### src/shared/csi_pkg.sv
package csi_pkg;

  // Data memory map of the core registers handled here
  localparam logic [6:0] ADDR_INDIRECT = 7'h00;
  localparam logic [6:0] ADDR_POINTER  = 7'h01;
  localparam logic [6:0] ADDR_ACC      = 7'h05;
  localparam logic [6:0] ADDR_FLAGS    = 7'h0A;
  localparam logic [6:0] ADDR_IRQCTL   = 7'h0B;

  // Flag register bit positions
  localparam int FLG_CARRY = 0;
  localparam int FLG_HALF  = 1;
  localparam int FLG_ZERO  = 2;
  localparam int FLG_SOVF  = 3;
  localparam int FLG_HALT  = 4;
  localparam int FLG_WDOG  = 5;

  // Interrupt control bit positions
  localparam int IRQ_GLOBAL = 0;
  localparam int IRQ_EXT_EN = 1;
  localparam int IRQ_TCK_EN = 2;
  localparam int IRQ_EXT_PD = 4;
  localparam int IRQ_TCK_PD = 5;

  // Software write mask for flags, read mask for interrupt control
  localparam logic [7:0] FLAGS_SW_MASK  = 8'h0F;
  localparam logic [7:0] IRQCTL_RD_MASK = 8'h37;

  // Reset values
  localparam logic [7:0] FLAGS_RST  = 8'h00;
  localparam logic [7:0] IRQCTL_RST = 8'h00;
  localparam logic [7:0] ACC_RST    = 8'h00;
  localparam logic [6:0] PTR_RST    = 7'h00;

  // Interrupt vectors and stack depth
  localparam logic [10:0] VEC_EXT     = 11'h004;
  localparam logic [10:0] VEC_TICK    = 11'h008;
  localparam int          STACK_DEPTH = 4;

  // ALU operation selector
  typedef enum logic [3:0] {
    CSI_ALU_NONE = 4'h0,
    CSI_ALU_ADD  = 4'h1,
    CSI_ALU_ADC  = 4'h2,
    CSI_ALU_SUB  = 4'h3,
    CSI_ALU_SBC  = 4'h4,
    CSI_ALU_AND  = 4'h5,
    CSI_ALU_OR   = 4'h6,
    CSI_ALU_XOR  = 4'h7,
    CSI_ALU_RLC  = 4'h8,
    CSI_ALU_RRC  = 4'h9
  } csi_alu_op_t;

  // Data memory access request from the sequencer
  typedef struct packed {
    logic       rd;
    logic       wr;
    logic [6:0] addr;
    logic [7:0] wdata;
  } csi_mem_req_t;

  // Operand path for ALU operations
  typedef struct packed {
    csi_alu_op_t op;
    logic [7:0]  operand;
  } csi_alu_req_t;

  // Core events sampled at instruction boundaries
  typedef struct packed {
    logic boundary;
    logic call;
    logic sub_exit_op;
    logic irq_exit_op;
    logic halt_op;
    logic watchdog_clear_op;
  } csi_core_ev_t;

endpackage

### src/verilog/csi_core.sv
// Function
// - Address 00H has no storage; access goes to the memory pointer target.
// - Indirect access via pointer 00H reads 00H and ignores writes.
// - The memory pointer is seven bits wide.
// - Accumulator sits at 05H and is the operand path for moves.
// - Flag register at 0AH holds six flags; bits 6 and 7 read zero.
// - Software writes to flags never touch halt or watchdog flags.
// - Watchdog flag clears on reset, watchdog-clear or halt; sets on timeout.
// - Halt flag clears on reset or watchdog-clear; sets on halt.
// - Carry sets on add carry or subtract no-borrow; used by rotates.
// - Half carry from low nibble on add, no nibble borrow on subtract.
// - Zero flag sets when the result is zero.
// - Overflow sets when carry into top bit differs from carry out.
// - Calls and interrupt entry push only the program counter.
// - Interrupt entry clears global enable; new requests still latch.
// - With the stack full, pending interrupts wait until the stack pops.
// - Falling edge of the external pin sets pending bit 4.
// - External service vectors to 04H, clears its pending and global enable.
// - Timer overflow sets pending bit 5.
// - Timer service vectors to 08H, clears its pending and global enable.
// - Interrupt return sets global enable; subroutine return leaves it.
// - Control bit 0 global, 1 external, 2 timer enable; 3,6,7 read zero.
// - Both interrupt sources wake the device from halt.
// - External request wins over timer when both pend.
// - Pending flags stay set until serviced or cleared by software.
`timescale 1ns/1ps

module csi_core #(
  parameter int DEPTH = csi_pkg::STACK_DEPTH
) (
  input  wire logic                  i_clk,
  input  wire logic                  i_rst_n,
  input  wire csi_pkg::csi_mem_req_t i_mem,
  input  wire csi_pkg::csi_alu_req_t i_alu,
  input  wire csi_pkg::csi_core_ev_t i_ev,
  input  wire logic [7:0]            i_ram_rdata,
  input  wire logic                  i_ext_irq_n,
  input  wire logic                  i_tick_ovf,
  input  wire logic                  i_wdog_timeout,
  output logic [7:0]                 o_rdata,
  output logic                       o_ram_wr,
  output logic [6:0]                 o_ram_addr,
  output logic [7:0]                 o_ram_wdata,
  output logic [7:0]                 o_flags,
  output logic [7:0]                 o_irq_ctl,
  output logic [7:0]                 o_acc,
  output logic [6:0]                 o_memory_pointer,
  output logic                       o_irq_take,
  output logic [10:0]                o_irq_vector,
  output logic                       o_wake,
  output logic                       o_stack_full
);
  import csi_pkg::*;

  ////////////////////////////////////////////////////////////////////////////////
  // Functions

  // Resolve an address through the indirect port
  // Only address 00H is redirected; a pointer of 00H lands back on the port,
  // which the callers treat as the null case rather than a second hop
  function automatic logic [6:0] eff_addr(input logic [6:0] a, input logic [6:0] ptr);
    eff_addr = (a == ADDR_INDIRECT) ? ptr : a;
  endfunction

  // Full ALU with flag generation; returns {flags[3:0], result}
  // Flags come out as overflow, zero, half carry, carry so that the caller
  // can copy the nibble straight into the flag register
  function automatic logic [11:0] alu_eval(input csi_alu_op_t op,
                                           input logic [7:0] a,
                                           input logic [7:0] b,
                                           input logic c_in);
    logic [8:0] sum;
    logic [4:0] nib;
    logic [7:0] bb;
    logic       cin;
    logic       c7;
    logic [7:0] res;
    logic       c;
    logic       h;
    logic       v;
    sum = 9'h000;
    nib = 5'h00;
    bb  = b;
    cin = 1'b0;
    c7  = 1'b0;
    res = 8'h00;
    c   = c_in;
    h   = 1'b0;
    v   = 1'b0;
    case (op)
      CSI_ALU_ADD, CSI_ALU_ADC, CSI_ALU_SUB, CSI_ALU_SBC: begin
        // Subtract as add of complement, so carry means no borrow
        bb  = (op == CSI_ALU_SUB || op == CSI_ALU_SBC) ? ~b : b;
        cin = (op == CSI_ALU_SUB) ? 1'b1 :
              (op == CSI_ALU_ADD) ? 1'b0 : c_in;
        sum = {1'b0, a} + {1'b0, bb} + {8'h00, cin};
        nib = {1'b0, a[3:0]} + {1'b0, bb[3:0]} + {4'h0, cin};
        c7  = a[7] ^ bb[7] ^ sum[7];          // Carry into the top bit
        res = sum[7:0];
        c   = sum[8];
        h   = nib[4];
        v   = c7 ^ sum[8];
      end
      CSI_ALU_AND: res = a & b;
      CSI_ALU_OR:  res = a | b;
      CSI_ALU_XOR: res = a ^ b;
      CSI_ALU_RLC: begin
        res = {a[6:0], c_in};
        c   = a[7];
      end
      CSI_ALU_RRC: begin
        res = {c_in, a[7:1]};
        c   = a[0];
      end
      default: res = a;
    endcase
    alu_eval = {v, (res == 8'h00), h, c, res};
  endfunction

  ////////////////////////////////////////////////////////////////////////////////
  // Registers

  logic [7:0]  flags_reg;
  logic [7:0]  irq_reg;
  logic [7:0]  acc_reg;
  logic [6:0]  ptr_reg;
  logic        ext_pin_reg;
  logic [2:0]  sp_reg;
  logic [11:0] alu_out;
  logic [6:0]  ea;
  logic        ind_null;
  logic        wr_ok;
  logic        stack_full;
  logic        ext_edge;
  logic        take_ext;
  logic        take_tick;
  logic [7:0]  rd_next;

  assign ea         = eff_addr(i_mem.addr, ptr_reg);
  assign ind_null   = (i_mem.addr == ADDR_INDIRECT) && (ptr_reg == ADDR_INDIRECT);
  assign wr_ok      = i_mem.wr && !ind_null;
  assign stack_full = (sp_reg == 3'(DEPTH));
  assign ext_edge   = ext_pin_reg && !i_ext_irq_n;
  assign alu_out    = alu_eval(i_alu.op, acc_reg, i_alu.operand, flags_reg[FLG_CARRY]);

  // Service decision at boundaries only; external has priority
  // Deciding only at boundaries keeps an instruction whole; the cost is up to
  // one instruction of extra latency on a fresh request
  assign take_ext  = i_ev.boundary && !stack_full && irq_reg[IRQ_GLOBAL]
                     && irq_reg[IRQ_EXT_EN] && irq_reg[IRQ_EXT_PD];
  assign take_tick = i_ev.boundary && !stack_full && irq_reg[IRQ_GLOBAL]
                     && irq_reg[IRQ_TCK_EN] && irq_reg[IRQ_TCK_PD]
                     && !take_ext;

  // Pin history for falling edge detection; held high at reset so no false edge
  // The pin is taken as already synchronous; an asynchronous source needs its
  // own synchroniser in front of this port
  always_ff @(posedge i_clk or negedge i_rst_n) begin
    if (!i_rst_n) begin
      ext_pin_reg <= 1'b1;
    end else begin
      ext_pin_reg <= i_ext_irq_n;
    end
  end

  // Stack pointer: only the return address is pushed, held outside this block
  // A return on an empty stack is ignored, so a stray return cannot wrap the
  // level round to full and block interrupts
  always_ff @(posedge i_clk or negedge i_rst_n) begin
    if (!i_rst_n) begin
      sp_reg <= 3'h0;
    end else if (i_ev.call || take_ext || take_tick) begin
      // A call on a full stack overwrites the oldest entry, level stays full
      if (!stack_full) begin
        sp_reg <= sp_reg + 3'h1;
      end
    end else if ((i_ev.sub_exit_op || i_ev.irq_exit_op) && sp_reg != 3'h0) begin
      sp_reg <= sp_reg - 3'h1;
    end
  end

  // Memory pointer
  // Only seven bits are stored; the top data bit of a write is dropped and
  // reads back as zero
  always_ff @(posedge i_clk or negedge i_rst_n) begin
    if (!i_rst_n) begin
      ptr_reg <= PTR_RST;
    end else if (wr_ok && ea == ADDR_POINTER) begin
      ptr_reg <= i_mem.wdata[6:0];
    end
  end

  // Accumulator: ALU result or direct memory write
  // A memory write wins over an ALU result in the same cycle, so a move into
  // the accumulator is never lost to a stray operation
  always_ff @(posedge i_clk or negedge i_rst_n) begin
    if (!i_rst_n) begin
      acc_reg <= ACC_RST;
    end else if (wr_ok && ea == ADDR_ACC) begin
      acc_reg <= i_mem.wdata;
    end else if (i_alu.op != CSI_ALU_NONE) begin
      acc_reg <= alu_out[7:0];
    end
  end

  // Arithmetic flags: software write, else ALU update
  // Logic operations touch only the zero flag; carry keeps its value so a
  // following add with carry still sees the old carry
  always_ff @(posedge i_clk or negedge i_rst_n) begin
    if (!i_rst_n) begin
      flags_reg[3:0] <= FLAGS_RST[3:0];
    end else if (wr_ok && ea == ADDR_FLAGS) begin
      flags_reg[3:0] <= i_mem.wdata[3:0] & FLAGS_SW_MASK[3:0];
    end else if (i_alu.op == CSI_ALU_AND || i_alu.op == CSI_ALU_OR
                 || i_alu.op == CSI_ALU_XOR) begin
      flags_reg[FLG_ZERO] <= alu_out[8 + FLG_ZERO];
    end else if (i_alu.op != CSI_ALU_NONE) begin
      flags_reg[3:0] <= alu_out[11:8];
    end
  end

  // Halt flag: not writable by software
  // The clear wins over halt in one cycle; both are instructions, so the
  // sequencer never issues them together
  always_ff @(posedge i_clk or negedge i_rst_n) begin
    if (!i_rst_n) begin
      flags_reg[FLG_HALT] <= 1'b0;
    end else if (i_ev.watchdog_clear_op) begin
      flags_reg[FLG_HALT] <= 1'b0;
    end else if (i_ev.halt_op) begin
      flags_reg[FLG_HALT] <= 1'b1;
    end
  end

  // Watchdog flag: timeout wins over a clear in the same cycle
  // A hardware event must never be lost to a clear, hence the set comes first
  always_ff @(posedge i_clk or negedge i_rst_n) begin
    if (!i_rst_n) begin
      flags_reg[FLG_WDOG] <= 1'b0;
    end else if (i_wdog_timeout) begin
      flags_reg[FLG_WDOG] <= 1'b1;
    end else if (i_ev.watchdog_clear_op || i_ev.halt_op) begin
      flags_reg[FLG_WDOG] <= 1'b0;
    end
  end

  // Unused flag bits are constant zero
  always_ff @(posedge i_clk or negedge i_rst_n) begin
    if (!i_rst_n) begin
      flags_reg[7:6] <= 2'h0;
    end else begin
      flags_reg[7:6] <= 2'h0;
    end
  end

  // Interrupt enables; global enable cleared on service, set by interrupt return
  // A service in the same cycle as a software write leaves the global enable
  // low, so the entry always runs with further service blocked
  always_ff @(posedge i_clk or negedge i_rst_n) begin
    if (!i_rst_n) begin
      irq_reg[2:0] <= IRQCTL_RST[2:0];
    end else begin
      if (wr_ok && ea == ADDR_IRQCTL) begin
        irq_reg[2:0] <= i_mem.wdata[2:0];
      end
      if (take_ext || take_tick) begin
        irq_reg[IRQ_GLOBAL] <= 1'b0;
      end else if (i_ev.irq_exit_op) begin
        irq_reg[IRQ_GLOBAL] <= 1'b1;
      end
    end
  end

  // External pending: edge set beats software clear and service clear
  always_ff @(posedge i_clk or negedge i_rst_n) begin
    if (!i_rst_n) begin
      irq_reg[IRQ_EXT_PD] <= 1'b0;
    end else if (ext_edge) begin
      irq_reg[IRQ_EXT_PD] <= 1'b1;
    end else if (take_ext) begin
      irq_reg[IRQ_EXT_PD] <= 1'b0;
    end else if (wr_ok && ea == ADDR_IRQCTL) begin
      irq_reg[IRQ_EXT_PD] <= i_mem.wdata[IRQ_EXT_PD];
    end
  end

  // Timer pending: overflow set beats any clear
  always_ff @(posedge i_clk or negedge i_rst_n) begin
    if (!i_rst_n) begin
      irq_reg[IRQ_TCK_PD] <= 1'b0;
    end else if (i_tick_ovf) begin
      irq_reg[IRQ_TCK_PD] <= 1'b1;
    end else if (take_tick) begin
      irq_reg[IRQ_TCK_PD] <= 1'b0;
    end else if (wr_ok && ea == ADDR_IRQCTL) begin
      irq_reg[IRQ_TCK_PD] <= i_mem.wdata[IRQ_TCK_PD];
    end
  end

  // Reserved control bits stay zero
  always_ff @(posedge i_clk or negedge i_rst_n) begin
    if (!i_rst_n) begin
      irq_reg[3] <= 1'b0;
      irq_reg[7:6] <= 2'h0;
    end else begin
      irq_reg[3] <= 1'b0;
      irq_reg[7:6] <= 2'h0;
    end
  end

  ////////////////////////////////////////////////////////////////////////////////
  // Read mux and outputs

  // Core registers answer locally, everything else goes to RAM
  // Other locations below 20H come from the memory side as well
  always_comb begin
    rd_next = i_ram_rdata;
    if (ind_null) begin
      rd_next = 8'h00;
    end else if (ea == ADDR_POINTER) begin
      rd_next = {1'b0, ptr_reg};
    end else if (ea == ADDR_ACC) begin
      rd_next = acc_reg;
    end else if (ea == ADDR_FLAGS) begin
      rd_next = flags_reg;
    end else if (ea == ADDR_IRQCTL) begin
      rd_next = irq_reg & IRQCTL_RD_MASK;
    end
  end

  // Registered outputs; read data is valid one cycle after the request
  always_ff @(posedge i_clk or negedge i_rst_n) begin
    if (!i_rst_n) begin
      o_rdata     <= 8'h00;
      o_ram_wr    <= 1'b0;
      o_ram_addr  <= 7'h00;
      o_ram_wdata <= 8'h00;
    end else begin
      o_rdata     <= i_mem.rd ? rd_next : 8'h00;
      // Indirect write through pointer 00H never reaches memory
      o_ram_wr    <= wr_ok;
      o_ram_addr  <= ea;
      o_ram_wdata <= i_mem.wdata;
    end
  end

  // Status mirrors and interrupt call request
  // The mirrors lag the registers by one cycle; consumers that need the
  // newest value must allow for it
  always_ff @(posedge i_clk or negedge i_rst_n) begin
    if (!i_rst_n) begin
      o_flags          <= 8'h00;
      o_irq_ctl        <= 8'h00;
      o_acc            <= 8'h00;
      o_memory_pointer <= 7'h00;
      o_irq_take       <= 1'b0;
      o_irq_vector     <= 11'h000;
      o_wake           <= 1'b0;
      o_stack_full     <= 1'b0;
    end else begin
      o_flags          <= flags_reg;
      o_irq_ctl        <= irq_reg & IRQCTL_RD_MASK;
      o_acc            <= acc_reg;
      o_memory_pointer <= ptr_reg;
      o_irq_take       <= take_ext || take_tick;
      o_irq_vector     <= take_ext ? VEC_EXT : (take_tick ? VEC_TICK : 11'h000);
      // Wake on any enabled pending request, regardless of global enable
      o_wake           <= (irq_reg[IRQ_EXT_EN] && irq_reg[IRQ_EXT_PD])
                          || (irq_reg[IRQ_TCK_EN] && irq_reg[IRQ_TCK_PD]);
      o_stack_full     <= stack_full;
    end
  end

endmodule

### config.mk
export PLATFORM = sky130hd
export DESIGN_NAME = csi_core
export DESIGN_NICKNAME = d
export VERILOG_FILES = /design/src/shared/csi_pkg.sv /design/src/verilog/csi_core.sv
export SDC_FILE = /design/constraint.sdc
export NUM_CORES = 1
export LEC_CHECK = 0
export BUFFER_PORTS_ARGS = -buffer_cell sky130_fd_sc_hd__buf_2
export CORE_ASPECT_RATIO = 1.5
export CORE_MARGIN = 2
export CORE_UTILIZATION = 35
export CTS_CLUSTER_DIAMETER = 120
export CTS_CLUSTER_SIZE = 30
export DETAILED_ROUTE_END_ITERATION = 6
export GPL_ROUTABILITY_DRIVEN = 0
export HOLD_SLACK_MARGIN = 0.08
export SETUP_SLACK_MARGIN = 0.5
export SLEW_MARGIN = 20
export SYNTH_ARGS = -nofsm -noshare
export SYNTH_HDL_FRONTEND = slang
export SYNTH_SLANG_ARGS = --single-unit
### constraint.sdc
create_clock -name i_clk -period 4 [get_ports i_clk]
set_input_delay 1.2 -clock i_clk [delete_from_list [all_inputs] [get_ports i_clk]]
set_output_delay 1.2 -clock i_clk [all_outputs]
set_load 0.05 [all_outputs]
==> flow_metrics.env <==
export IMPL_grt_overflow=0
export IMPL_grt_pass1_vias=3995
export IMPL_antenna_found_initial=0
export IMPL_row_count=51
export IMPL_synthCells=447
export IMPL_min_path_type="reg2reg"
export IMPL_die_h_um=144.8
export IMPL_grt_first_pass_wirelength_um=20440
export IMPL_status="finished clean"
export IMPL_wl_per_cell_um=17.36
export IMPL_synthesis_area_um2=4623
export IMPL_power_leakage_uw=0.002937
export IMPL_ys_warnings_count=0
export IMPL_crit_chain="buf_6, or3_4, a21oi_4, buf_6, xnor2_2, ha_1, a21o_1, a21oi_2, nand2_2, xor2_1, a221o_2, or4_4, o31ai_4"
export IMPL_worstPathArrival_ns=4.05
export IMPL_numCtsBuffers=9
export IMPL_core_um2=12950
export IMPL_fmax_ghz=0.2633
export IMPL_worstSetupPathType="in2reg"
export IMPL_synth_top_area_share_pct=45.47
export IMPL_slowest_delay_ns=0.55
export IMPL_fin_nets=647
export IMPL_period_share_pct=94.96
export IMPL_htreeDepth=3
export IMPL_syn_to_final_growth_pct=28.99
export IMPL_initialDrtViolationCount=127
export IMPL_p_per_area_nw_per_um2=586.9
export IMPL_synth_ff_type="dfrtp_1"
export IMPL_clock_skew_ns=0.004467
export IMPL_dr_total_vias=3838
export IMPL_nFillCells=1255
export IMPL_die_w_um=97.84
export IMPL_critPathBufInv=2
export IMPL_grt_max_degree=42
export IMPL_synth_edff_count=0
export IMPL_ctsHoldBuffers=0
export IMPL_critPathRequiredTime_ns=4.25
export IMPL_clock_sinks=85
export IMPL_die_area_um2=14160
export IMPL_synth_most_common_cell="dfrtp_1"
export IMPL_grt_use_total_pct=18.35
export IMPL_hpwl_um=10020
export IMPL_ys_seq_area_share_pct=46.04
export IMPL_wirelength_um=12800
export IMPL_hold_viol=0
export IMPL_ys_ff_latch=85
export IMPL_synthTopCellsByCount="84 x dfrtp_1, 41 x nor2_1, 28 x inv_1"
export IMPL_setup_viol=0
export IMPL_io_buffers=102
export IMPL_avgSynthCellArea_um2=10.34
export IMPL_relSlewSlack_pct=39.01
export IMPL_crit_fanout=3
export IMPL_initial_utilization_pct=35.69
export IMPL_crit_family="compound AO/OA/AOI/OAI gates"
export IMPL_path_common_cell="buf_6"
export IMPL_drc_errors=0
export IMPL_diodes=0
export IMPL_final_core_util_pct=46.04
export IMPL_cp_slowest_cell="or4_4"
export IMPL_ant_nets=0
export IMPL_clock_latency_ns=0.34
export IMPL_clk_pin_slew_ns=0.06
export IMPL_yosysTopAreaCell="dfrtp_1"
export IMPL_tightest_slew_ns=0.9149
export IMPL_ys_async_sr_fraction_pct=100.0
export IMPL_final_setup_tns_ns=0
export IMPL_io_pins=117
export IMPL_synth_cell_type_count=73
export IMPL_multi_input_area_um2=2399
export IMPL_dr_pass1_iters=4
export IMPL_finalCriticalPeriod_ns=3.798
export IMPL_endpoint_kind="register"
export IMPL_clk_path_buf_depth=2
export IMPL_drv_slew=0
export IMPL_cts_root_buf="clkbuf_16"
export IMPL_vdd_drop_max_v=0.0001984
export IMPL_ff_latch_area_um2=2128
export IMPL_finalPower_uw=3500
export IMPL_drive_above_1_share_pct=35.81
export IMPL_cts_tree="done"
export IMPL_crit_path_start_kind="primary input"
export IMPL_avgViaCountPerCell=5.208
export IMPL_cap_violations=0
export IMPL_grt_setup_unrepaired="true"
export IMPL_synth_area_leaders="dfrtp_1 45%, ha_1 6.2%, mux2_2 3.7%"
## cells in the final DEF, fill, tap and decap left out, types with 3 or more instances in the layout
cell       netlist  layout
conb_1           1      14
mux2_2          15      14
ha_1            23      22
a21oi_1         25      23
a21o_1           9       9
o221ai_1         3       3
xnor2_1         12       7
a211o_1          4       4
inv_6            0       3
bufinv_16        0       3
nand3_1          8       8
clkbuf_16        0       9
nor2b_1          7       7
o21ai_1          0       4
nand2_1         26      25
nor3_1           6       6
o31ai_1          4       3
a211oi_1         8       8
mux2i_1         13      13
buf_6            1       7
xnor2_2          0       5
buf_4           16      28
nor2_1          41      41
and3_1           4       4
buf_2            6      98
nor3b_1          6       6
inv_1           28      26
dfrtp_1         84      84
o21ai_0         19      13
xor2_1           5       5
## layer usage
metal / track usage [%] / part of all wire, % / up-vias
li1: - / - / 1818
met1: 19.82 / 38 / 1829
met2: 32.88 / 52 / 150
met3: 3.410 / 4.7 / 41
met4: 11.77 / 5.5 / 0
met5: 0 / 0 / -
## through the flow
| step | instance area, um^2 | hold WS (ns) | instances | setup WS (ns) |
|---|---|---|---|---|
| 5_1_grt | 5963 | 0.4392 | 737 | 0.1229 |
| 4_1_cts | 5832 | 0.4315 | 733 | 0.2055 |
| 3_5_place_dp | 5456 | 0.4176 | 717 | -0.1620 |
| 2_1_floorplan | 4757 | 0.3729 | 460 | -0.2475 |
| 6_report | 5963 | 0.4260 | 737 | 0.2015 |
| 3_3_place_gp | 5456 | 0.4002 | 717 | -0.1277 |
## worst paths after layout
kind	endpoint	slack, ns	from	cells past startpoint
max in group asynchronous	ext_pin_reg	2.43	i_rst_n	2
min in group asynchronous	sp_reg[2]	0.83	i_rst_n	1
worst max register to register	flags_reg[2]	1.17	flags_reg[0]	9
worst min register to register	o_flags[4]	0.43	flags_reg[4]	0
worst max-delay path	flags_reg[2]	0.20	i_alu[10]	13
worst min-delay path	o_flags[4]	0.43	flags_reg[4]	0
## layout make-up
type | count | area share, %
multi-input cells | 316 | 40.22
flip-flops and latches | 85 | 35.69
repair buffers | 133 | 13.07
clock buffers | 9 | 3.777
well taps | 159 | 3.336
clock inverters | 7 | 2.140
inverters | 28 | 1.762
## repair_timing
action,CTS,global route
hold endpoints to repair,0,0
endpoints found under the setup margin,6,6
pin swaps,9,13
gates cloned,0,0
resized for setup,5,20
buffers inserted,0,4
## power breakdown
part           internal (uW)  switching (uW)  total (uW)
sequential              1010             168        1170
clock                    621             356         977
combinational            512             836        1350
total                   2140            1360        3500
## kinds of logic after synthesis
family                     synth area share (%)
AOI/OAI and AO/OA                         17.21
adders and majority gates                 7.524
DFF                                       46.04
other                                   0.08111
muxes                                     6.468
buffers and inverters                     6.441
and+or+nand+nor                           13.02
xor gates and xnor gates                  3.221
Note: power is estimated with default switching activity, not from simulation.
